## config.mk

```make
export PLATFORM = sky130hd
export DESIGN_NAME = tfee_core
export DESIGN_NICKNAME = d
export VERILOG_FILES = /design/src/core/tfee_pkg.sv /design/src/core/tfee_core.sv
export VERILOG_INCLUDE_DIRS = /design/src /design/src/core
export SDC_FILE = /design/constraint.sdc
export NUM_CORES = 1
export LEC_CHECK = 0
export BUFFER_PORTS_ARGS = -buffer_cell sky130_fd_sc_hd__buf_2
export CAP_MARGIN = 0
export CORE_UTILIZATION = 25
export DETAILED_ROUTE_END_ITERATION = 8
export SYNTH_ARGS = -nofsm -noshare
export SYNTH_HDL_FRONTEND = slang
export SYNTH_SLANG_ARGS = --single-unit
```

## constraint.sdc

```tcl
create_clock -name mclk -period 8 [get_ports mclk]
set_input_delay 1.6 -clock mclk [delete_from_list [all_inputs] [get_ports mclk]]
set_output_delay 1.6 -clock mclk [all_outputs]
set_load 0.005 [all_outputs]
```

## src/core/tfee_consts.svh

```systemverilog
`ifndef TFEE_CONSTS_SVH
`define TFEE_CONSTS_SVH
// timing
`define TFEE_MCLK_MHZ    125
`define TFEE_PULSE_US    50
`define TFEE_STARTUP_MS  2
// register addresses
`define TFEE_A_ES1   7'h16
`define TFEE_A_ES2   7'h17
`define TFEE_A_STAT  7'h19
`define TFEE_A_REL   7'h1A
`define TFEE_A_MAIN  7'h1B
`define TFEE_A_RATE  7'h1D
`define TFEE_A_PCFG  7'h22
`define TFEE_A_MASK  7'h24
`define TFEE_A_ROUTE 7'h25
`define TFEE_A_TRC   7'h2A
`define TFEE_A_SEP   7'h2B
`define TFEE_A_JHI   7'h2C
`define TFEE_A_JLO   7'h2D
`define TFEE_A_DUR   7'h2E
`define TFEE_A_DDUR  7'h2F
`define TFEE_A_LAT   7'h30
`define TFEE_A_WIN   7'h31
`define TFEE_A_FREEFALL_THRESHOLD  7'h32
`define TFEE_A_FFDB  7'h33
`define TFEE_A_FFC   7'h34
// reset values
`define TFEE_R_ZERO  8'h00
`define TFEE_R_RATE  8'hA8
`define TFEE_R_MASK  8'h3F
`define TFEE_R_TRC   8'h03
`define TFEE_R_SEP   8'h78
`define TFEE_R_JHI   8'h33
`define TFEE_R_JLO   8'h07
`define TFEE_R_DUR   8'hA2
`define TFEE_R_DDUR  8'h24
`define TFEE_R_LAT   8'h28
`define TFEE_R_WIN   8'hA0
// bit positions
`define TFEE_B_OPER   7
`define TFEE_B_TAPEN  2
`define TFEE_B_PULSE  3
`define TFEE_B_POL    4
`define TFEE_B_GATE   5
`define TFEE_B_RT_TAP 2
`define TFEE_B_RT_FF  7
`define TFEE_B_FF_EN  7
`define TFEE_B_FF_RST 3
`define TFEE_B_TRC_S  0
`define TFEE_B_TRC_D  1
`define TFEE_B_ANY    4
`define TFEE_B_ES2_FF 7
`define TFEE_B_ES2_DT 3
`define TFEE_B_ES2_ST 2
`define TFEE_SPI_LAST 3'h7
`endif

```

## src/core/tfee_pkg.sv

```systemverilog
package tfee_pkg;
   typedef enum logic [1:0] {
      TAP_IDLE,
      TAP_FIRST,
      TAP_GAP,
      TAP_SECOND
   } tfee_tap_state_t;
endpackage

```

## src/core/tfee_core.sv

```systemverilog
// Behaviour
// - six-bit direction mask, default all enabled
// - report control selects single/double taps
// - double tap needs second end past separation
// - jerk between low and doubled high threshold
// - tap length within min and max counts
// - double-tap total above-time limited
// - latency bounds samples of one tap
// - single tap reported at window end
// - tap sets global, type and direction flags
// - routing bits send events to pin one
// - release read deasserts latched pin
// - free-fall control: enable and debounce counter reset mode
// - free fall when all axes below threshold
// - debounce counts free-fall rate periods
// - free fall sets flags and pin
// - outputs valid after start-up time
// - latched level or about 50 us pulse
// - pin polarity select
// - gate bit must be set for events to reach pin
// - release read clears status flags
// - tap counters advance per tap sample
`timescale 1ns/1ns
`default_nettype none
`include "tfee_consts.svh"
module tfee_core
   import tfee_pkg::*;
#(
   parameter int unsigned PULSE_CYC   = `TFEE_PULSE_US * `TFEE_MCLK_MHZ,
   parameter int unsigned STARTUP_CYC = `TFEE_STARTUP_MS * 1000 * `TFEE_MCLK_MHZ
) (
   // clock, reset, enable
   input  wire logic       mclk,
   input  wire logic       rst_n,
   input  wire logic       ce,
   // serial register port pins
   input  wire logic       spi_sck,
   input  wire logic       spi_cs_n,
   input  wire logic       spi_mosi,
   output var  logic       spi_miso,
   output var  logic       spi_miso_oe_n,
   // sensing front end
   input  wire logic       tap_tick,
   input  wire logic       ff_tick,
   input  wire logic [8:0] jerk_index,
   input  wire logic [5:0] tap_dir,
   input  wire logic [7:0] mag_x,
   input  wire logic [7:0] mag_y,
   input  wire logic [7:0] mag_z,
   // event and status outputs
   output var  logic       event_pin_one,
   output var  logic       output_valid
);
   localparam int SUW = $clog2(STARTUP_CYC + 1);
   localparam int PW  = $clog2(PULSE_CYC + 1);

   if (PULSE_CYC < 1 || STARTUP_CYC < 1) begin : g_chk
      $error("pulse and start-up counts must be at least one");
   end

   function automatic logic [7:0] inc8(input logic [7:0] v);
      return (v == 8'hFF) ? v : v + 8'h01;
   endfunction

   // registers
   logic [7:0] main_control;
   logic [7:0] engine_rate_control;
   logic [7:0] pin_config;
   logic [7:0] tap_direction_mask;
   logic [7:0] pin_one_routing;
   logic [7:0] tap_report_control;
   logic [7:0] double_tap_separation;
   logic [7:0] jerk_high_threshold;
   logic [7:0] jerk_low_threshold;
   logic [7:0] tap_duration_limits;
   logic [7:0] double_tap_duration;
   logic [7:0] tap_latency;
   logic [7:0] tap_window;
   logic [7:0] freefall_threshold;
   logic [7:0] freefall_debounce;
   logic [7:0] freefall_control;
   // status
   logic [5:0] event_status_one;
   logic       single_tap_flag;
   logic       double_tap_flag;
   logic       ff_flag;
   logic       any_flag;

   // serial port synchronisers and shifter
   logic       sck_s1;
   logic       sck_s2;
   logic       sck_s3;
   logic       cs_s1;
   logic       cs_s2;
   logic       mosi_s1;
   logic       mosi_s2;
   logic [2:0] bitc;
   logic [6:0] shreg;
   logic       have_addr;
   logic       rw;
   logic [6:0] addr;
   logic [7:0] tx;

   wire        sel       = ~cs_s2;
   wire        rise      = sel & sck_s2 & ~sck_s3;
   wire        fall      = sel & ~sck_s2 & sck_s3;
   wire [7:0]  byte_in   = {shreg, mosi_s2};
   wire        byte_done = ce & rise & (bitc == `TFEE_SPI_LAST);
   wire [6:0]  rd_addr   = have_addr ? addr + 7'h01 : byte_in[6:0];
   wire        rd_mode   = have_addr ? rw : byte_in[7];
   wire        wr_en     = byte_done & have_addr & ~rw;
   // address byte only: a burst prefetch into the release slot must not clear
   wire        rel_rd    = byte_done & ~have_addr & byte_in[7]
                         & (byte_in[6:0] == `TFEE_A_REL);
   logic [7:0] rdata;

   always_comb begin
      unique case (rd_addr)
         `TFEE_A_ES1:   rdata = {2'b00, event_status_one};
         `TFEE_A_ES2:   rdata = {ff_flag, 3'b000, double_tap_flag,
                                 single_tap_flag, 2'b00};
         `TFEE_A_STAT:  rdata = {3'b000, any_flag, 4'b0000};
         `TFEE_A_MAIN:  rdata = main_control;
         `TFEE_A_RATE:  rdata = engine_rate_control;
         `TFEE_A_PCFG:  rdata = pin_config;
         `TFEE_A_MASK:  rdata = tap_direction_mask;
         `TFEE_A_ROUTE: rdata = pin_one_routing;
         `TFEE_A_TRC:   rdata = tap_report_control;
         `TFEE_A_SEP:   rdata = double_tap_separation;
         `TFEE_A_JHI:   rdata = jerk_high_threshold;
         `TFEE_A_JLO:   rdata = jerk_low_threshold;
         `TFEE_A_DUR:   rdata = tap_duration_limits;
         `TFEE_A_DDUR:  rdata = double_tap_duration;
         `TFEE_A_LAT:   rdata = tap_latency;
         `TFEE_A_WIN:   rdata = tap_window;
         `TFEE_A_FREEFALL_THRESHOLD:  rdata = freefall_threshold;
         `TFEE_A_FFDB:  rdata = freefall_debounce;
         `TFEE_A_FFC:   rdata = freefall_control;
         default:       rdata = `TFEE_R_ZERO;
      endcase
   end

   always_ff @(posedge mclk) begin
      if (!rst_n) begin
         {sck_s1, sck_s2, sck_s3} <= 3'h0;
         {cs_s1, cs_s2}           <= 2'h3;
         {mosi_s1, mosi_s2}       <= 2'h0;
      end else if (ce) begin
         sck_s1  <= spi_sck;
         sck_s2  <= sck_s1;
         sck_s3  <= sck_s2;
         cs_s1   <= spi_cs_n;
         cs_s2   <= cs_s1;
         mosi_s1 <= spi_mosi;
         mosi_s2 <= mosi_s1;
      end
   end

   always_ff @(posedge mclk) begin
      if (!rst_n) begin
         bitc          <= 3'h0;
         shreg         <= 7'h00;
         have_addr     <= 1'b0;
         rw            <= 1'b0;
         addr          <= 7'h00;
         tx            <= 8'h00;
         spi_miso      <= 1'b0;
         spi_miso_oe_n <= 1'b1;
      end else if (ce) begin
         spi_miso_oe_n <= ~sel;
         if (!sel) begin
            bitc      <= 3'h0;
            have_addr <= 1'b0;
         end else if (rise) begin
            bitc  <= bitc + 3'h1;
            shreg <= byte_in[6:0];
            if (bitc == `TFEE_SPI_LAST) begin
               have_addr <= 1'b1;
               rw        <= rd_mode;
               addr      <= have_addr ? addr + 7'h01 : byte_in[6:0];
               tx        <= rdata;
            end
         end else if (fall) begin
            spi_miso <= tx[7];
            tx       <= {tx[6:0], 1'b0};
         end
      end
   end

   always_ff @(posedge mclk) begin
      if (!rst_n) begin
         main_control          <= `TFEE_R_ZERO;
         engine_rate_control   <= `TFEE_R_RATE;
         pin_config            <= `TFEE_R_ZERO;
         tap_direction_mask    <= `TFEE_R_MASK;
         pin_one_routing       <= `TFEE_R_ZERO;
         tap_report_control    <= `TFEE_R_TRC;
         double_tap_separation <= `TFEE_R_SEP;
         jerk_high_threshold   <= `TFEE_R_JHI;
         jerk_low_threshold    <= `TFEE_R_JLO;
         tap_duration_limits   <= `TFEE_R_DUR;
         double_tap_duration   <= `TFEE_R_DDUR;
         tap_latency           <= `TFEE_R_LAT;
         tap_window            <= `TFEE_R_WIN;
         freefall_threshold    <= `TFEE_R_ZERO;
         freefall_debounce     <= `TFEE_R_ZERO;
         freefall_control      <= `TFEE_R_ZERO;
      end else if (wr_en) begin
         unique case (addr)
            `TFEE_A_MAIN:  main_control          <= byte_in;
            `TFEE_A_RATE:  engine_rate_control   <= byte_in;
            `TFEE_A_PCFG:  pin_config            <= byte_in;
            `TFEE_A_MASK:  tap_direction_mask    <= byte_in;
            `TFEE_A_ROUTE: pin_one_routing       <= byte_in;
            `TFEE_A_TRC:   tap_report_control    <= byte_in;
            `TFEE_A_SEP:   double_tap_separation <= byte_in;
            `TFEE_A_JHI:   jerk_high_threshold   <= byte_in;
            `TFEE_A_JLO:   jerk_low_threshold    <= byte_in;
            `TFEE_A_DUR:   tap_duration_limits   <= byte_in;
            `TFEE_A_DDUR:  double_tap_duration   <= byte_in;
            `TFEE_A_LAT:   tap_latency           <= byte_in;
            `TFEE_A_WIN:   tap_window            <= byte_in;
            `TFEE_A_FREEFALL_THRESHOLD:  freefall_threshold    <= byte_in;
            `TFEE_A_FFDB:  freefall_debounce     <= byte_in;
            `TFEE_A_FFC:   freefall_control      <= byte_in;
            default: ;
         endcase
      end
   end

   // tap engine
   tfee_tap_state_t tap_state;
   tfee_tap_state_t next_tap_state;
   logic [7:0] win;
   logic [7:0] run;
   logic [7:0] tot;
   logic [5:0] dir;
   logic [7:0] next_win;
   logic [7:0] next_run;
   logic [7:0] next_tot;
   logic [5:0] next_dir;
   logic       tap_single;
   logic       tap_double;

   wire operating = main_control[`TFEE_B_OPER];
   wire tap_run   = operating & main_control[`TFEE_B_TAPEN];
   wire tap_step  = tap_tick & ce;
   wire above     = (jerk_index > {1'b0, jerk_low_threshold})
                  & (jerk_index < {jerk_high_threshold, 1'b0});
   wire run_ok    = (run >= {5'h00, tap_duration_limits[2:0]})
                  & (run <= {3'h0, tap_duration_limits[7:3]});
   wire dir_ok    = |(dir & tap_direction_mask[5:0]);
   wire rep_single = tap_single & dir_ok & tap_report_control[`TFEE_B_TRC_S];
   wire rep_double = tap_double & dir_ok & tap_report_control[`TFEE_B_TRC_D];

   always_comb begin
      next_tap_state = tap_state;
      next_win       = win;
      next_run       = run;
      next_tot       = tot;
      next_dir       = dir;
      tap_single     = 1'b0;
      tap_double     = 1'b0;
      if (!tap_run) begin
         next_tap_state = TAP_IDLE;
         next_win       = 8'h00;
         next_run       = 8'h00;
         next_tot       = 8'h00;
      end else if (tap_step) begin
         next_win = inc8(win);
         unique case (tap_state)
            TAP_IDLE: begin
               if (above) begin
                  next_tap_state = TAP_FIRST;
                  next_win       = 8'h01;
                  next_run       = 8'h01;
                  next_tot       = 8'h01;
                  next_dir       = tap_dir;
               end
            end
            TAP_FIRST: begin
               if (above && run >= tap_latency) begin
                  next_tap_state = TAP_IDLE;
               end else if (above) begin
                  next_run = inc8(run);
                  next_tot = inc8(tot);
               end else begin
                  next_tap_state = run_ok ? TAP_GAP : TAP_IDLE;
               end
            end
            TAP_GAP: begin
               if (win >= tap_window) begin
                  tap_single     = 1'b1;
                  next_tap_state = TAP_IDLE;
               end else if (above) begin
                  next_tap_state = TAP_SECOND;
                  next_run       = 8'h01;
                  next_tot       = inc8(tot);
               end
            end
            TAP_SECOND: begin
               if (win >= tap_window) begin
                  tap_single     = 1'b1;
                  next_tap_state = TAP_IDLE;
               end else if (above && run < tap_latency) begin
                  next_run = inc8(run);
                  next_tot = inc8(tot);
               end else if (above) begin
                  next_tap_state = TAP_GAP;
               end else if (run_ok && win > double_tap_separation
                            && tot <= double_tap_duration) begin
                  tap_double     = 1'b1;
                  next_tap_state = TAP_IDLE;
               end else begin
                  next_tap_state = TAP_GAP;
               end
            end
         endcase
      end
   end

   always_ff @(posedge mclk) begin
      if (!rst_n) begin
         tap_state <= TAP_IDLE;
         win       <= 8'h00;
         run       <= 8'h00;
         tot       <= 8'h00;
         dir       <= 6'h00;
      end else if (ce) begin
         tap_state <= next_tap_state;
         win       <= next_win;
         run       <= next_run;
         tot       <= next_tot;
         dir       <= next_dir;
      end
   end

   // free-fall engine
   logic [7:0] ffcnt;
   logic [7:0] next_ffcnt;
   wire ff_run  = operating & freefall_control[`TFEE_B_FF_EN];
   wire below   = (mag_x < freefall_threshold) & (mag_y < freefall_threshold)
                & (mag_z < freefall_threshold);
   wire ff_hit  = ff_run & ff_tick & ce & below
                & (inc8(ffcnt) >= freefall_debounce)
                & (ffcnt < freefall_debounce);

   always_comb begin
      next_ffcnt = ffcnt;
      if (!ff_run) begin
         next_ffcnt = 8'h00;
      end else if (ff_tick) begin
         if (below) begin
            next_ffcnt = inc8(ffcnt);
         end else if (freefall_control[`TFEE_B_FF_RST]) begin
            next_ffcnt = 8'h00;
         end else if (ffcnt != 8'h00) begin
            next_ffcnt = ffcnt - 8'h01;
         end
      end
   end

   always_ff @(posedge mclk) begin
      if (!rst_n) begin
         ffcnt <= 8'h00;
      end else if (ce) begin
         ffcnt <= next_ffcnt;
      end
   end

   // status flags, set wins over release
   wire tap_evt = rep_single | rep_double;
   wire clr     = rel_rd;

   always_ff @(posedge mclk) begin
      if (!rst_n) begin
         single_tap_flag  <= 1'b0;
         double_tap_flag  <= 1'b0;
         ff_flag          <= 1'b0;
         any_flag         <= 1'b0;
         event_status_one <= 6'h00;
      end else if (ce) begin
         single_tap_flag  <= rep_single | (single_tap_flag & ~clr);
         double_tap_flag  <= rep_double | (double_tap_flag & ~clr);
         ff_flag          <= ff_hit | (ff_flag & ~clr);
         any_flag         <= tap_evt | ff_hit | (any_flag & ~clr);
         if (tap_evt) begin
            event_status_one <= dir & tap_direction_mask[5:0];
         end else if (clr) begin
            event_status_one <= 6'h00;
         end
      end
   end

   // event pin
   logic          pend;
   logic [PW-1:0] pcnt;
   wire routed   = (tap_evt & pin_one_routing[`TFEE_B_RT_TAP])
                 | (ff_hit & pin_one_routing[`TFEE_B_RT_FF]);
   wire pulse_on = pin_config[`TFEE_B_PULSE];
   wire pol_high = pin_config[`TFEE_B_POL];
   wire act      = pulse_on ? (pcnt != '0) : pend;
   wire gated    = act & pin_config[`TFEE_B_GATE];
   wire next_pin = pol_high ? gated : ~gated;

   always_ff @(posedge mclk) begin
      if (!rst_n) begin
         pend          <= 1'b0;
         pcnt          <= '0;
         event_pin_one <= 1'b1;
      end else if (ce) begin
         pend          <= routed | (pend & ~rel_rd);
         event_pin_one <= next_pin;
         if (routed) begin
            pcnt <= PW'(PULSE_CYC);
         end else if (pcnt != '0) begin
            pcnt <= pcnt - PW'(1);
         end
      end
   end

   // start-up timer
   logic [SUW-1:0] su_cnt;
   wire su_done = (su_cnt == SUW'(STARTUP_CYC));

   always_ff @(posedge mclk) begin
      if (!rst_n) begin
         su_cnt       <= '0;
         output_valid <= 1'b0;
      end else if (ce) begin
         if (!operating) begin
            su_cnt <= '0;
         end else if (!su_done) begin
            su_cnt <= su_cnt + SUW'(1);
         end
         output_valid <= operating & su_done;
      end
   end

   // checks
   property p_mask_gate;
      @(posedge mclk) disable iff (!rst_n)
         tap_evt |-> (dir & tap_direction_mask[5:0]) != 6'h00;
   endproperty
   a_mask_gate: assert property (p_mask_gate) else $error("tap from masked direction");

   property p_report_sel;
      @(posedge mclk) disable iff (!rst_n)
         rep_double |-> tap_report_control[`TFEE_B_TRC_D] && tap_state == TAP_SECOND;
   endproperty
   a_report_sel: assert property (p_report_sel) else $error("double tap not enabled");

   property p_separation;
      @(posedge mclk) disable iff (!rst_n)
         tap_double |-> win > double_tap_separation && tot <= double_tap_duration;
   endproperty
   a_separation: assert property (p_separation) else $error("double tap too close");

   property p_jerk_high;
      @(posedge mclk) disable iff (!rst_n)
         (tap_state == TAP_IDLE && tap_step && jerk_index >= {jerk_high_threshold, 1'b0})
         |=> tap_state == TAP_IDLE;
   endproperty
   a_jerk_high: assert property (p_jerk_high) else $error("tap above high threshold");

   property p_short_tap;
      @(posedge mclk) disable iff (!rst_n)
         (tap_run && tap_step && tap_state == TAP_FIRST && !above
          && run < {5'h00, tap_duration_limits[2:0]}) |=> tap_state == TAP_IDLE;
   endproperty
   a_short_tap: assert property (p_short_tap) else $error("short tap accepted");

   property p_tap_flags;
      @(posedge mclk) disable iff (!rst_n)
         (ce && rep_double) |=> (double_tap_flag && any_flag)
         ##1 (double_tap_flag || $past(clr));
   endproperty
   a_tap_flags: assert property (p_tap_flags) else $error("double tap flag missing");

   property p_ff_flags;
      @(posedge mclk) disable iff (!rst_n)
         ff_hit |=> ff_flag && any_flag;
   endproperty
   a_ff_flags: assert property (p_ff_flags) else $error("free-fall flag missing");

   property p_release;
      @(posedge mclk) disable iff (!rst_n)
         (rel_rd && !routed && !pulse_on && ce) |=> !pend ##1
         (!pin_config[`TFEE_B_GATE] || event_pin_one == !pol_high || !ce || routed
          || pulse_on || $changed(pin_config));
   endproperty
   a_release: assert property (p_release) else $error("pin not released");

   property p_gate;
      @(posedge mclk) disable iff (!rst_n)
         (ce && !pin_config[`TFEE_B_GATE]) |=> event_pin_one == !$past(pol_high);
   endproperty
   a_gate: assert property (p_gate) else $error("gated pin not idle");

   property p_standby;
      @(posedge mclk) disable iff (!rst_n)
         (ce && !operating) |=> tap_state == TAP_IDLE && ffcnt == 8'h00;
   endproperty
   a_standby: assert property (p_standby) else $error("engine active in standby");

   c_single: cover property (@(posedge mclk) disable iff (!rst_n) rep_single);
   c_double: cover property (@(posedge mclk) disable iff (!rst_n) rep_double);
   c_ff:     cover property (@(posedge mclk) disable iff (!rst_n) ff_hit);
   c_rel:    cover property (@(posedge mclk) disable iff (!rst_n) pend && rel_rd);
endmodule
`default_nettype wire

```

# Word-level counts from Yosys, hierarchy flattened
# Index checks and enable logic that the tools add are counted.
word_totals:
  register_bits: 248
  wordCells: 301
  inputBits: 47
  output_inout_bits: 4
op_classes:
  magnitude_cmp: 14
  reduce_logical: 46
  eq_ne: 59
  addsub: 9
  mux: 73
  bitwise_logic: 53
ops:
  columns: ["operator", "count"]
  rows:
  - ["8-bit 2-to-1 mux", 32]
  - ["7-bit by 6-bit equality test with 1-bit output (second input constant)", 28]
  - ["8-bit one-hot mux with 19 select lines", 1]
  - ["8-bit one-hot mux with 4 select lines", 2]
  - ["7-bit by 5-bit equality test with 1-bit output (second input constant)", 8]
  - ["2-bit AND reduction", 21]
  - ["8-bit less-than comparator", 5]
  - ["1-bit AND", 36]
  - ["18-bit 2-to-1 mux", 2]
  - ["8-bit by 1-bit adder with 8-bit output (second input constant)", 4]
  - ["8-bit equality test (second input constant)", 4]
  - ["13-bit 2-to-1 mux", 2]
  - ["8-bit >= comparator", 3]
  - ["2-bit 2-to-1 mux", 12]
  - ["18-bit by 1-bit adder with 18-bit output (second input constant)", 1]
  - ["18-bit equality test (second input constant)", 1]
  - ["3-bit inequality test (second input constant)", 6]
  - ["1-bit 2-to-1 mux", 16]
  - ["7-bit AND reduction", 2]
  - ["13-bit nonzero test", 1]
  - ["13-bit by 1-bit subtractor with 13-bit output (second input constant)", 1]
  - ["6-bit 2-to-1 mux", 2]
  - ["4-bit inequality test (second input constant)", 3]
  - ["4-bit AND reduction", 3]
  - ["30 further kinds", 58]

# Depth between registers and ports, before layout
# Gate-level depths: netlist of the first run.
logic_depth:
  word_depth: 18
  depth_mapped: 14
  ltp_nobuf: 13

# Worst setup path after synthesis of the first run
# No wires, ideal clock.
synth_timing:
  kind: "input-to-reg"
  start: "input jerk_index[6]"
  end: "register dir[0]"
  slack_ns: 4.063
  stages: 9
  arrival_ns: 3.809
  setup_time_ns: 0.128
  t_required_ns: 7.872
  path_buffers: 1
  path_cell_list: "ha_1 -> and4b_1 -> and3_1 -> a221oi_1 -> o21ai_0 -> or4b_2 -> clkbuf_1 -> mux2i_1 -> nor2_1"
synth_via:
  elab_chain_len: 3
  word_cells_on_any_way: 4
  cone_classes: "order compare: 2; bitwise: 1; reduce/logical: 1"
synth_lines:
  columns: ["element", "line", "source"]
  rows:
  - ["start: declaration", "tfee_core.sv:45", "input wire logic [8:0] jerk_index,"]
  - ["9-bit by 8-bit > comparator with 1-bit output or 9-bit less-than comparator (tied branches)", "tfee_core.sv:248, tfee_core.sv:249", null]
  - ["1-bit AND (*)", "tfee_core.sv:249", "& (jerk_index < {jerk_high_threshold, 1'b0});"]
  - ["5-bit AND reduction (no source line) (*)", null, null]
  - ["end signal: assignment", "tfee_core.sv:334", "dir <= next_dir;"]
  - ["end: declaration", "tfee_core.sv:237", "logic [5:0] dir;"]
# Every way passes the cells marked *; elsewhere a longest branch is shown, timed or not.
# A chain may end at the register's enable or synchronous reset.

# Final worst setup path of the first run
layout_timing:
  start: "input jerk_index[5]"
  end: "register run[7]"
layout_via:
  elab_chain_len: 7
  word_cells_on_any_way: 14
  cone_classes: "order compare: 2; eq/ne: 3; mux: 5; bitwise: 1; reduce/logical: 3"
layout_lines:
  columns: ["element", "line", "source"]
  rows:
  - ["9-bit by 8-bit > comparator with 1-bit output or 9-bit less-than comparator (tied branches)", "tfee_core.sv:248, tfee_core.sv:249", null]
  - ["1-bit AND (*)", "tfee_core.sv:249", null]
  - ["8-bit 2-to-1 mux (2 in a row)", null, null]
  - ["8-bit one-hot mux with 4 select lines", null, null]
  - ["8-bit 2-to-1 mux (2 in a row)", null, null]
  - ["end signal: assignment", "tfee_core.sv:332", "run <= next_run;"]
  - ["end: declaration", "tfee_core.sv:235", "logic [7:0] run;"]
# Every way passes the cells marked *; elsewhere a longest branch is shown, timed or not. The select of a mux whose other input is x is not followed.

==> results.md, run 1 <==
* Worst Setup End Kind: flop
* I/O Pins at 51
* Max VDD drop at 156.6 uV
* Synthesized area at 14550 um^2
* Die width at 243.2 um
* Slew HR at under 10%
* Net count, final at around 1.9k
* Full die area at approximately 60000 um^2
* Std cell rows at 88
* Leak at 5.899 nW
* Most frequent cell after synthesis: dfxtp_1
* Drt drc at 0
* PwrDens at 177.3 nW/um^2
* Via count at between 10k and 15k
* Grt ovf at 0
* Vias in the first global route at 12.98k
* Dpl hpwl at 34390 um
* Post_cts resized at 0
* Tot GR Track Use at between 10% and 20%
* Flop pwr share at 43.3%
* Max Freq at 209.8 MHz
* CTS Buffer Depth at 3
* Syn Inst Count at 1737
* Biggest register: su_cnt
* Worst-Skew Late Latency at 0.58 ns
* Yosys cell types at 91
* Least-Margin Pin Slew at approximately 1.4 ns
* CTS tree: yes
* Hold Fails Final Rpt at 0
* Yosys top cell area share at 34.13%
* Sequential area share after synthesis at 34.13%
* Final Critical Period at between 4 and 5 ns
* CTS Hold Bufs at 0
* Placer Congestion at 0.9391
* Layout Skew at 0.02017 ns
* Initial antenna violation count at 1
* IO buf count at 50
* Synth cell count leaders: dfxtp_1, nor2_1, nand2_1, mux2i_1, ha_1
* First-pass GRT wire length at 74510 um
* Drt total wl at between 40000 and 50000 um
* Worst Path Arrival at 5.27 ns
* Leading area contributor after synthesis: dfxtp_1
* Top FF cell, synth: dfxtp_1
* Drt initial violations at 1191
* TNS Setup at 0 ns
* Post-synth ARST share at 0%
* CTS sink count at 248
* Post-CTS setup buffers at 0
* Vias per std cell at 5.205
* Largest net degree at the start of global routing at 98
* Hold Path Class: reg -> reg
* Initial core utilization at 25.26%
* Largest regs: su_cnt x18, pcnt x13
* Largest register FFs at 18
* WL/cell at roughly 19 um
* Drt pass-1 iters at 8
* Layout area overhead at 14.09%
* Post-synth EDFFs at 0
* Run status: complete, no violations
* Max FO, Critical Path at 17
* Worst-path clk slew at 0.06 ns
* Comb pwr share at 6.7%
* Pre-CTS WS at 2.759 ns
* Htree depth at 1
* Ant. Diodes at 0
* Num CTS Buffers at 29
* Final setup viols at 0
* Synthesized net count at 1895
* Worst Path Required at 8.50 ns
* Top cells by area, synth: dfxtp_1, ha_1, mux2i_1
* Syn avg cell area at 8.374 um^2
* Fin crit share at 59.59%
* ANT nets after route at 0
* Final Max Slew Viols at 0
* Switch share at between 20% and 30%
* Share of layout cells above drive strength 1 at 10.05%
* Ys Warns at 0
* Kind of critical path: in -> reg
* Internal power at 2.242 mW
* Clk pwr share at 49.9%
* Core area at approximately 58000 um^2
* Post-synthesis register bit count at 248
* RSZ-0062 raised after global routing: no
* CP Launch Type: input port
* Max_cap viols at 0
* Slack of the critical path at ~3.2 ns
* Die Ht at 243.2 um
* Psw at 0.7005 mW
* Number of fillers in the final layout at ~6.0k
* CTS root buffer: clkbuf_16
[worst max-delay path: stages]
cell and delay [ns]:
buf_2 0.12, ha_1 0.29, and4b_1 0.21, and3_1 0.20, o21a_1 0.11, o21ai_0 0.67
a211oi_1 0.20, a21oi_1 1.11, nand3_1 0.48, o22ai_1 0.27
[cell type report]
class                           count  area, um^2  area share, %
Clock buffer                       36       802.0          4.833
Clock inverter                     17       250.2          1.508
Tap cell                          765       957.2          5.768
Multi-Input combinational cell   1310        8887          53.55
Timing Repair Buffer               67       377.9          2.277
Sequential cell                   248        4965          29.92
Inverter                           94       355.3          2.141
[cell usage in the layout (no fill, tap or decap), types with 7 or more instances in the layout]
| cell | instances |
|---|---|
| dfxtp_1 | 248 |
| nor2_1 | 199 |
| nand2_1 | 181 |
| mux2i_1 | 120 |
| ha_1 | 111 |
| a21oi_1 | 99 |
| inv_1 | 92 |
| o21ai_0 | 53 |
| buf_2 | 50 |
| nand3_1 | 47 |
| nor3_1 | 30 |
| clkbuf_16 | 29 |
| and3_1 | 28 |
| nand2b_1 | 26 |
| a22oi_1 | 26 |
| nand4_1 | 25 |
| a31oi_1 | 25 |
| o211ai_1 | 24 |
| xnor2_1 | 22 |
| a21o_1 | 20 |
| nor2b_1 | 17 |
| or3_1 | 17 |
| buf_4 | 17 |
| a221oi_1 | 14 |
| xor2_1 | 14 |
| o21a_1 | 10 |
| a211oi_1 | 10 |
| and2_1 | 9 |
| a22o_1 | 9 |
| mux2_2 | 8 |
| o221a_2 | 8 |
| or2_2 | 7 |
| nor2_2 | 7 |
| o22ai_1 | 7 |
| a41oi_1 | 7 |
| a41o_1 | 7 |
[metrics by stage]
stage	hold slack, ns	power (mW)	instances	area, um^2	util (%)
finish	0.4585	2.943	2537	16590	28.82
CTS	0.4532	2.959	2537	16590	28.82
floorplan	0.4295	1.443	1737	14550	-
global placement	0.4383	1.491	2484	15540	26.99
global route	0.4649	3.041	2537	16590	28.82
detailed placement	0.4441	1.499	2484	15540	26.99
[power by group through the flow]
stage | clock network, mW | registers (mW) | logic, mW
final | 1.47 | 1.27 | 0.199
after global placement | 0 | 1.30 | 0.191
after CTS | 1.49 | 1.27 | 0.199
after detailed placement | 0 | 1.30 | 0.198
after floorplan | 0 | 1.30 | 0.146
after global routing | 1.54 | 1.28 | 0.223
[metal layers]
layer	up-vias	track usage, %	part of all wire (%)
li1	6286	-	-
met1	6322	20.68	44
met2	487	25.62	45
met3	107	2.488	6.6
met4	2	6.456	4.0
met5	-	0	0.027
[worst paths after layout]
path                                     from  endpoint  slack, ns  depth (start not counted)
worst max-delay path            jerk_index[5]    run[7]       3.23                         10
worst min-delay path                     pend      pend       0.46                          2
worst min register to register           pend      pend       0.46                          2
worst max register to register        addr[0]     tx[4]       3.84                          9
[kinds of logic (layout without fill, tap and decap cells)]
logic type      count (synthesis)  in the layout  share of synthesized area [%]
compound gates                392            392                          18.79
xor+xnor                       36             36                          2.168
fa+ha+maj                     111            111                          9.548
buf+inv                       179            214                          4.765
flops                         248            248                          34.13
mux                           128            128                          8.877
simple gates                  643            643                          21.72
Power figures use the tool's default switching activity.
==> run 2, diff against run 1 <==
==> constraint.sdc (replaced) <==
create_clock -name mclk -period 4.06 [get_ports mclk]
set_input_delay 0.812 -clock mclk [delete_from_list [all_inputs] [get_ports mclk]]
set_output_delay 0.812 -clock mclk [all_outputs]
set_load 0.005 [all_outputs]
==> results.md, run 2 (same netlist as run 1, synthesis figures left out) <==
* DR top layer: met4
* Htree depth at 1 (unchanged)
* Design Area, Final at 16820 um^2 (+1.3%)
* Vias per std cell at 5.200 (about the same)
* Drt pass-1 iters at 6 (-2)
* Post_cts resized at 0 (unchanged)
* Vias in the first global route at 13.03k (+0.36%)
* Max Freq at 282.0 MHz
* Sequential Area at 4965 um^2 (unchanged)
* Largest net degree at the start of global routing at 123 (+26%)
* Comb pwr share at 7.2% (+0.5 points)
* DP Area at 15860 um^2 (+2.0%)
* CTS sink count at 248 (unchanged)
* Hold Fails Final Rpt at 0 (unchanged)
* Largest register FFs at 18 (unchanged)
* Max FO, Critical Path at 9 (-8)
* Slew HR at 26.23% (+17 points)
* CTS tree: yes
* Number of fillers in the final layout at 6090 (+0.68%)
* Tot GR Track Use at 15.72% (-0.057 points)
* Max_cap viols at 0 (unchanged)
* CP Launch Type: flop
* Most common cell after layout, fill and taps aside: dfxtp_1
* Fin crit share at 87.33%
* Net count, final at 1948 (+2.1%)
* Via count at 13.40k (+1.4%)
* Final Max Slew Viols at 0 (unchanged)
* Die width at 243.2 um (unchanged)
* Met3 wire len at 2812 um (-11%)
* Flop pwr share at 45.3% (+2.0 points)
* Drt initial violations at 1272 (+6.8%)
* Worst Path Arrival at 4.03 ns (-1.24 ns)
* Std cell rows at 88 (unchanged)
* Internal power at 4.196 mW (+87%)
* Most frequent cells in the layout: dfxtp_1, nor2_1, nand2_1
* CTS root buffer: clkbuf_16
* Final Critical Period at about 3.5 ns
* Least-Margin Pin Slew at 1.097 ns (-0.2691 ns)
* ANT nets after route at 0 (unchanged)
* Largest regs: su_cnt x18, pcnt x13
* Clk pwr share at 47.4% (-2.5 points)
* I/O Pins at 51 (unchanged)
* Psw at 1.349 mW (+93%)
* Run status: complete, no violations
* Drt drc at 0 (unchanged)
* Drt total wl at 47320 um (-0.37%)
* DRT met1 WL at 21630 um (+3.0%)
* PwrDens at 329.7 nW/um^2 (+86%)
* Post-CTS setup buffers at 0 (unchanged)
* Biggest register: su_cnt
* Dpl hpwl at 35110 um (+2.1%)
* Area of the multi-input gates at 8887 um^2 (unchanged)
* Met2 wire length at 21160 um (-1.3%)
* Final setup viols at 0 (unchanged)
* Num CTS Buffers at 29 (unchanged)
* Full die area at 59150 um^2 (unchanged)
* Ant. Diodes at 0 (unchanged)
* Layout area overhead at 15.61%
* TNS Setup at 0 ns (unchanged)
* Worst-Skew Late Latency at 0.56 ns (-0.02 ns)
* Share of layout cells above drive strength 1 at 11.87% (+1.8 points)
* Layout Skew at 0.01104 ns (-0.009128 ns)
* Max VDD drop at 265.6 uV (+70%)
* Worst Path Required at 4.55 ns (-3.95 ns)
* WL/cell at 18.37 um (-1.9%)
* Initial core utilization at 25.26% (unchanged)
* Core area at 57590 um^2 (unchanged)
* Kind of critical path: reg -> reg
* Placer Congestion at 1.005 (+7.0%)
* IO buf count at 50 (unchanged)
* Switch share at 24.33% (+0.53 points)
* Post-layout util at 29.20% (+0.38 points)
* Worst-path clk slew at 0.06 ns (about the same)
* Die Ht at 243.2 um (unchanged)
* RSZ-0062 raised after global routing: no
* Grt ovf at 0 (unchanged)
* CTS Hold Bufs at 0 (unchanged)
* Worst Setup End Kind: flop
* Initial antenna violation count at 0 (-1)
* Hold Path Class: reg -> reg
* Leak at 6.059 nW (+2.7%)
* First-pass GRT wire length at 74490 um (about the same)
* CTS Buffer Depth at 3 (unchanged)
==> run 2: cell types whose count changed in the layout (fill, tap and decap cells not counted), sizes merged <==
cell    delta
buf       +40
bufinv     -4
clkbuf     +3
clkinv     +1
inv        -1
==> run 2: path summary, 6_finish.rpt <==
check / start / endpoint / slack (ns) / cells past startpoint
max: addr[1] / tx[5] / 0.51 / 8
min: pend / pend / 0.45 / 2
max reg2reg: addr[1] / tx[5] / 0.51 / 8
min reg2reg: pend / pend / 0.45 / 2
==> run 2: final cells by class <==
| class | count | share of cell area (%) |
|---|---|---|
| flip-flops and latches | 248 | 29.52 |
| clock inverters | 13 | 0.8185 |
| clock buffers | 39 | 4.896 |
| multi-input cells | 1310 | 52.85 |
| repair buffers | 107 | 4.107 |
| well taps | 765 | 5.692 |
| inverters | 94 | 2.113 |
==> run 2: worst max-delay path, stage by stage, from the launching register on <==
cell	delay, ns
dfxtp_1	0.48
ha_1	0.42
nand3_1	0.23
mux2i_1	0.40
o32ai_4	0.25
nor4_2	0.87
a222oi_1	0.39
and3_1	0.27
a31oi_1	0.15
==> run 2: power groups by stage <==
stage	logic (mW)	clock network (mW)	registers, mW
2_1_floorplan	0.287	0	2.56
3_3_place_gp	0.386	0	2.56
3_5_place_dp	0.399	0	2.56
4_1_cts	0.403	2.68	2.51
5_1_grt	0.447	2.78	2.52
6_report	0.402	2.63	2.51
==> run 2: stage by stage <==
| step | std cells | hold slack [ns] | power, mW | setup WS, ns |
|---|---|---|---|---|
| floorplan | 1737 | 0.4295 | 2.843 | 0.9111 |
| global placement | 2524 | 0.4379 | 2.947 | 0.2769 |
| detailed placement | 2524 | 0.4429 | 2.964 | 0.2357 |
| CTS | 2576 | 0.4514 | 5.591 | 0.6254 |
| global route | 2576 | 0.4667 | 5.746 | 0.3571 |
| finish | 2576 | 0.4543 | 5.545 | 0.5143 |
==> run 2: layer usage <==
layer	track usage, %	vias to the layer above
met3	2.510	95
met1	21.22	6509
met2	25.06	417
met4	5.734	0
met5	0	-
li1	-	6374
==> run 3, diff against run 2 <==
--- a/config.mk
+++ b/config.mk
@@ -9,6 +9,7 @@
 export BUFFER_PORTS_ARGS = -buffer_cell sky130_fd_sc_hd__buf_2
 export CAP_MARGIN = 0
 export CORE_UTILIZATION = 25
+export CTS_CLUSTER_DIAMETER = 30
 export DETAILED_ROUTE_END_ITERATION = 8
 export SYNTH_ARGS = -nofsm -noshare
 export SYNTH_HDL_FRONTEND = slang
==> constraint.sdc (replaced) <==
create_clock -name mclk -period 4.4 [get_ports mclk]
set_input_delay 0.88 -clock mclk [delete_from_list [all_inputs] [get_ports mclk]]
set_output_delay 0.88 -clock mclk [all_outputs]
set_load 0.005 [all_outputs]
==> results.md, run 3 (same netlist as run 1, synthesis figures left out) <==
* Crit path capture: tx[6]
* Share of layout cells above drive strength 1 at 13.68% (+1.8 points)
* ANT nets after route at 0 (unchanged)
* DP Area at 15720 um^2 (-0.84%)
* IO buf count at 50 (unchanged)
* CTS root buffer: clkbuf_16
* CTS Buffer Depth at 3 (unchanged)
* Ant. Diodes at 0 (unchanged)
* Leak at 6.492 nW (+7.1%)
* Run status: complete, no violations
* TNS Setup at 0 ns (unchanged)
* Crit-path max cell delay at 0.90 ns (+0.03 ns)
* Final cell count without fillers at 2615 (+1.5%)
* Num CTS Buffers at 57 (+97%)
* Worst Path Required at 4.93 ns (+0.38 ns)
* Via count at 13.47k (+0.55%)
* Post-CTS setup buffers at 0 (unchanged)
* Kind of critical path: reg -> reg
* Drt pass-1 iters at 7 (+1)
* Dpl hpwl at 34930 um (-0.52%)
* Initial core utilization at 25.26% (unchanged)
* CP Buf/Inv Count at 0 (unchanged)
* DP Cell Count at 2508 (-0.63%)
* Post_cts resized at 0 (unchanged)
* Worst Path Arrival at 4.15 ns (+0.12 ns)
* Largest net degree at the start of global routing at 85 (-31%)
* Final Critical Period at 3.617 ns (+0.07117 ns)
* Full die area at 59150 um^2 (unchanged)
* Flop2flop setup slack at 0.78 ns (+0.27 ns)
* RSZ-0062 raised after global routing: no
* Fin crit share at 82.20% (-5.1 points)
* Crit path depth at 7 (-1)
* Delay-heaviest family, CP: compound AO/OA/AOI/OAI gates
* Max FO, Critical Path at 16 (+7)
* WL/cell at 18.23 um (-0.79%)
* CTS tree: yes
* Largest regs: su_cnt x18, pcnt x13
* Final setup viols at 0 (unchanged)
* Hold Path Class: reg -> reg
* Die Ht at 243.2 um (unchanged)
* Vias per std cell at 5.151 (-0.95%)
* Net count, final at 1960 (+0.62%)
* CTS sink count at 248 (unchanged)
* Max VDD drop at 264.0 uV (-0.59%)
* Layout Skew at 0.02809 ns (+0.01705 ns)
* Max_cap viols at 0 (unchanged)
* Reg2reg path depth at 7 (-1)
* Slack of the critical path at 0.7831 ns (+0.2688 ns)
* First-pass GRT wire length at 74980 um (+0.65%)
* Worst path cell trace: nand3_4 > o41ai_2 > o32ai_4 > nor4_2 > a222oi_1 > o2111ai_1 > o221a_2
* Layout area overhead at 22.06%
* Core area at 57590 um^2 (unchanged)
* Initial antenna violation count at 1 (+1)
* Least-Margin Pin Slew at 1.274 ns (+0.1765 ns)
* Post-layout util at 30.83% (+1.6 points)
* Design Area, Final at 17750 um^2 (+5.6%)
* Drt initial violations at 1311 (+3.1%)
* Hold Fails Final Rpt at 0 (unchanged)
* Final Power at 7.115 mW (+28%)
* Biggest register: su_cnt
* Tot GR Track Use at 15.87% (+0.15 points)
* Std cell rows at 88 (unchanged)
* Worst-Skew Late Latency at 0.62 ns (+0.06 ns)
* CP Launch Type: flop
* Final Max Slew Viols at 0 (unchanged)
* I/O Pins at 51 (unchanged)
* Pre-CTS WS at 0.3545 ns (+0.1188 ns)
* Largest register FFs at 18 (unchanged)
* Hold Slack at 0.4518 ns (-0.002492 ns)
* Most common cell after layout, fill and taps aside: dfxtp_1
* Placer Congestion at 0.9719 (-3.2%)
* Max Freq at 276.5 MHz (-2.0%)
* Die width at 243.2 um (unchanged)
* Vias in the first global route at 13.20k (+1.3%)
* CP Launch Point: addr[3]
* Slew HR at 14.42% (-12 points)
* PwrDens at 400.7 nW/um^2 (+22%)
* Drt drc at 0 (unchanged)
* Htree depth at 2 (+1)
* Drt total wl at 47660 um (+0.72%)
* Number of fillers in the final layout at 5980 (-1.8%)
* Worst Setup End Kind: flop
* CTS Hold Bufs at 0 (unchanged)
* Worst-path clk slew at 0.05 ns (about the same)
* CP max stage cell: nor4_2
* Most frequent cells in the layout: dfxtp_1, nor2_1, nand2_1
* RR Startpoint: addr[3]
* Grt ovf at 0 (unchanged)
* Capture point of the worst reg-to-reg path: tx[6]
run 3: worst min-delay path by stage:
stage / from / end / slack, ns / cells after the start
floorplan: pend / pend / 0.43 / 2
global placement: tap_report_control[5] / tap_report_control[5] / 0.44 / 2
detailed placement: tap_report_control[5] / tap_report_control[5] / 0.45 / 2
CTS: tap_report_control[5] / tap_report_control[5] / 0.45 / 2
global route: pend / pend / 0.47 / 2
finish: pcnt[12] / pcnt[12] / 0.45 / 2
run 3: tightest hold or removal path, cell delays in order (launching register included):
cell     delay [ns]
dfxtp_1        0.30
nand2_1        0.05
a21oi_1        0.05
run 3: power by group:
part | total [mW] | internal, mW | switching [mW]
registers | 2.33 | 2.29 | 0.0331
clock network | 4.43 | 2.95 | 1.47
logic | 0.362 | 0.153 | 0.208
total | 7.11 | 5.40 | 1.71
run 3: metal layers:
layer | global-route usage, % | vias up | part of all wire (%)
li1 | - | 6418 | -
met1 | 21.21 | 6470 | 45
met2 | 25.54 | 483 | 45
met3 | 2.455 | 98 | 6.9
met4 | 5.956 | 0 | 3.0
met5 | 0 | - | 0
run 3: final cells by class:
type                            count  area, um^2  share of cell area (%)
Multi-Input combinational cell   1310        8887                   50.06
Sequential cell                   248        4965                   27.96
Inverter                           94       355.3                   2.001
Tap cell                          765       957.2                   5.391
Timing Repair Buffer               91       558.0                   3.143
Clock inverter                     40       518.0                   2.918
Clock buffer                       67        1514                   8.527
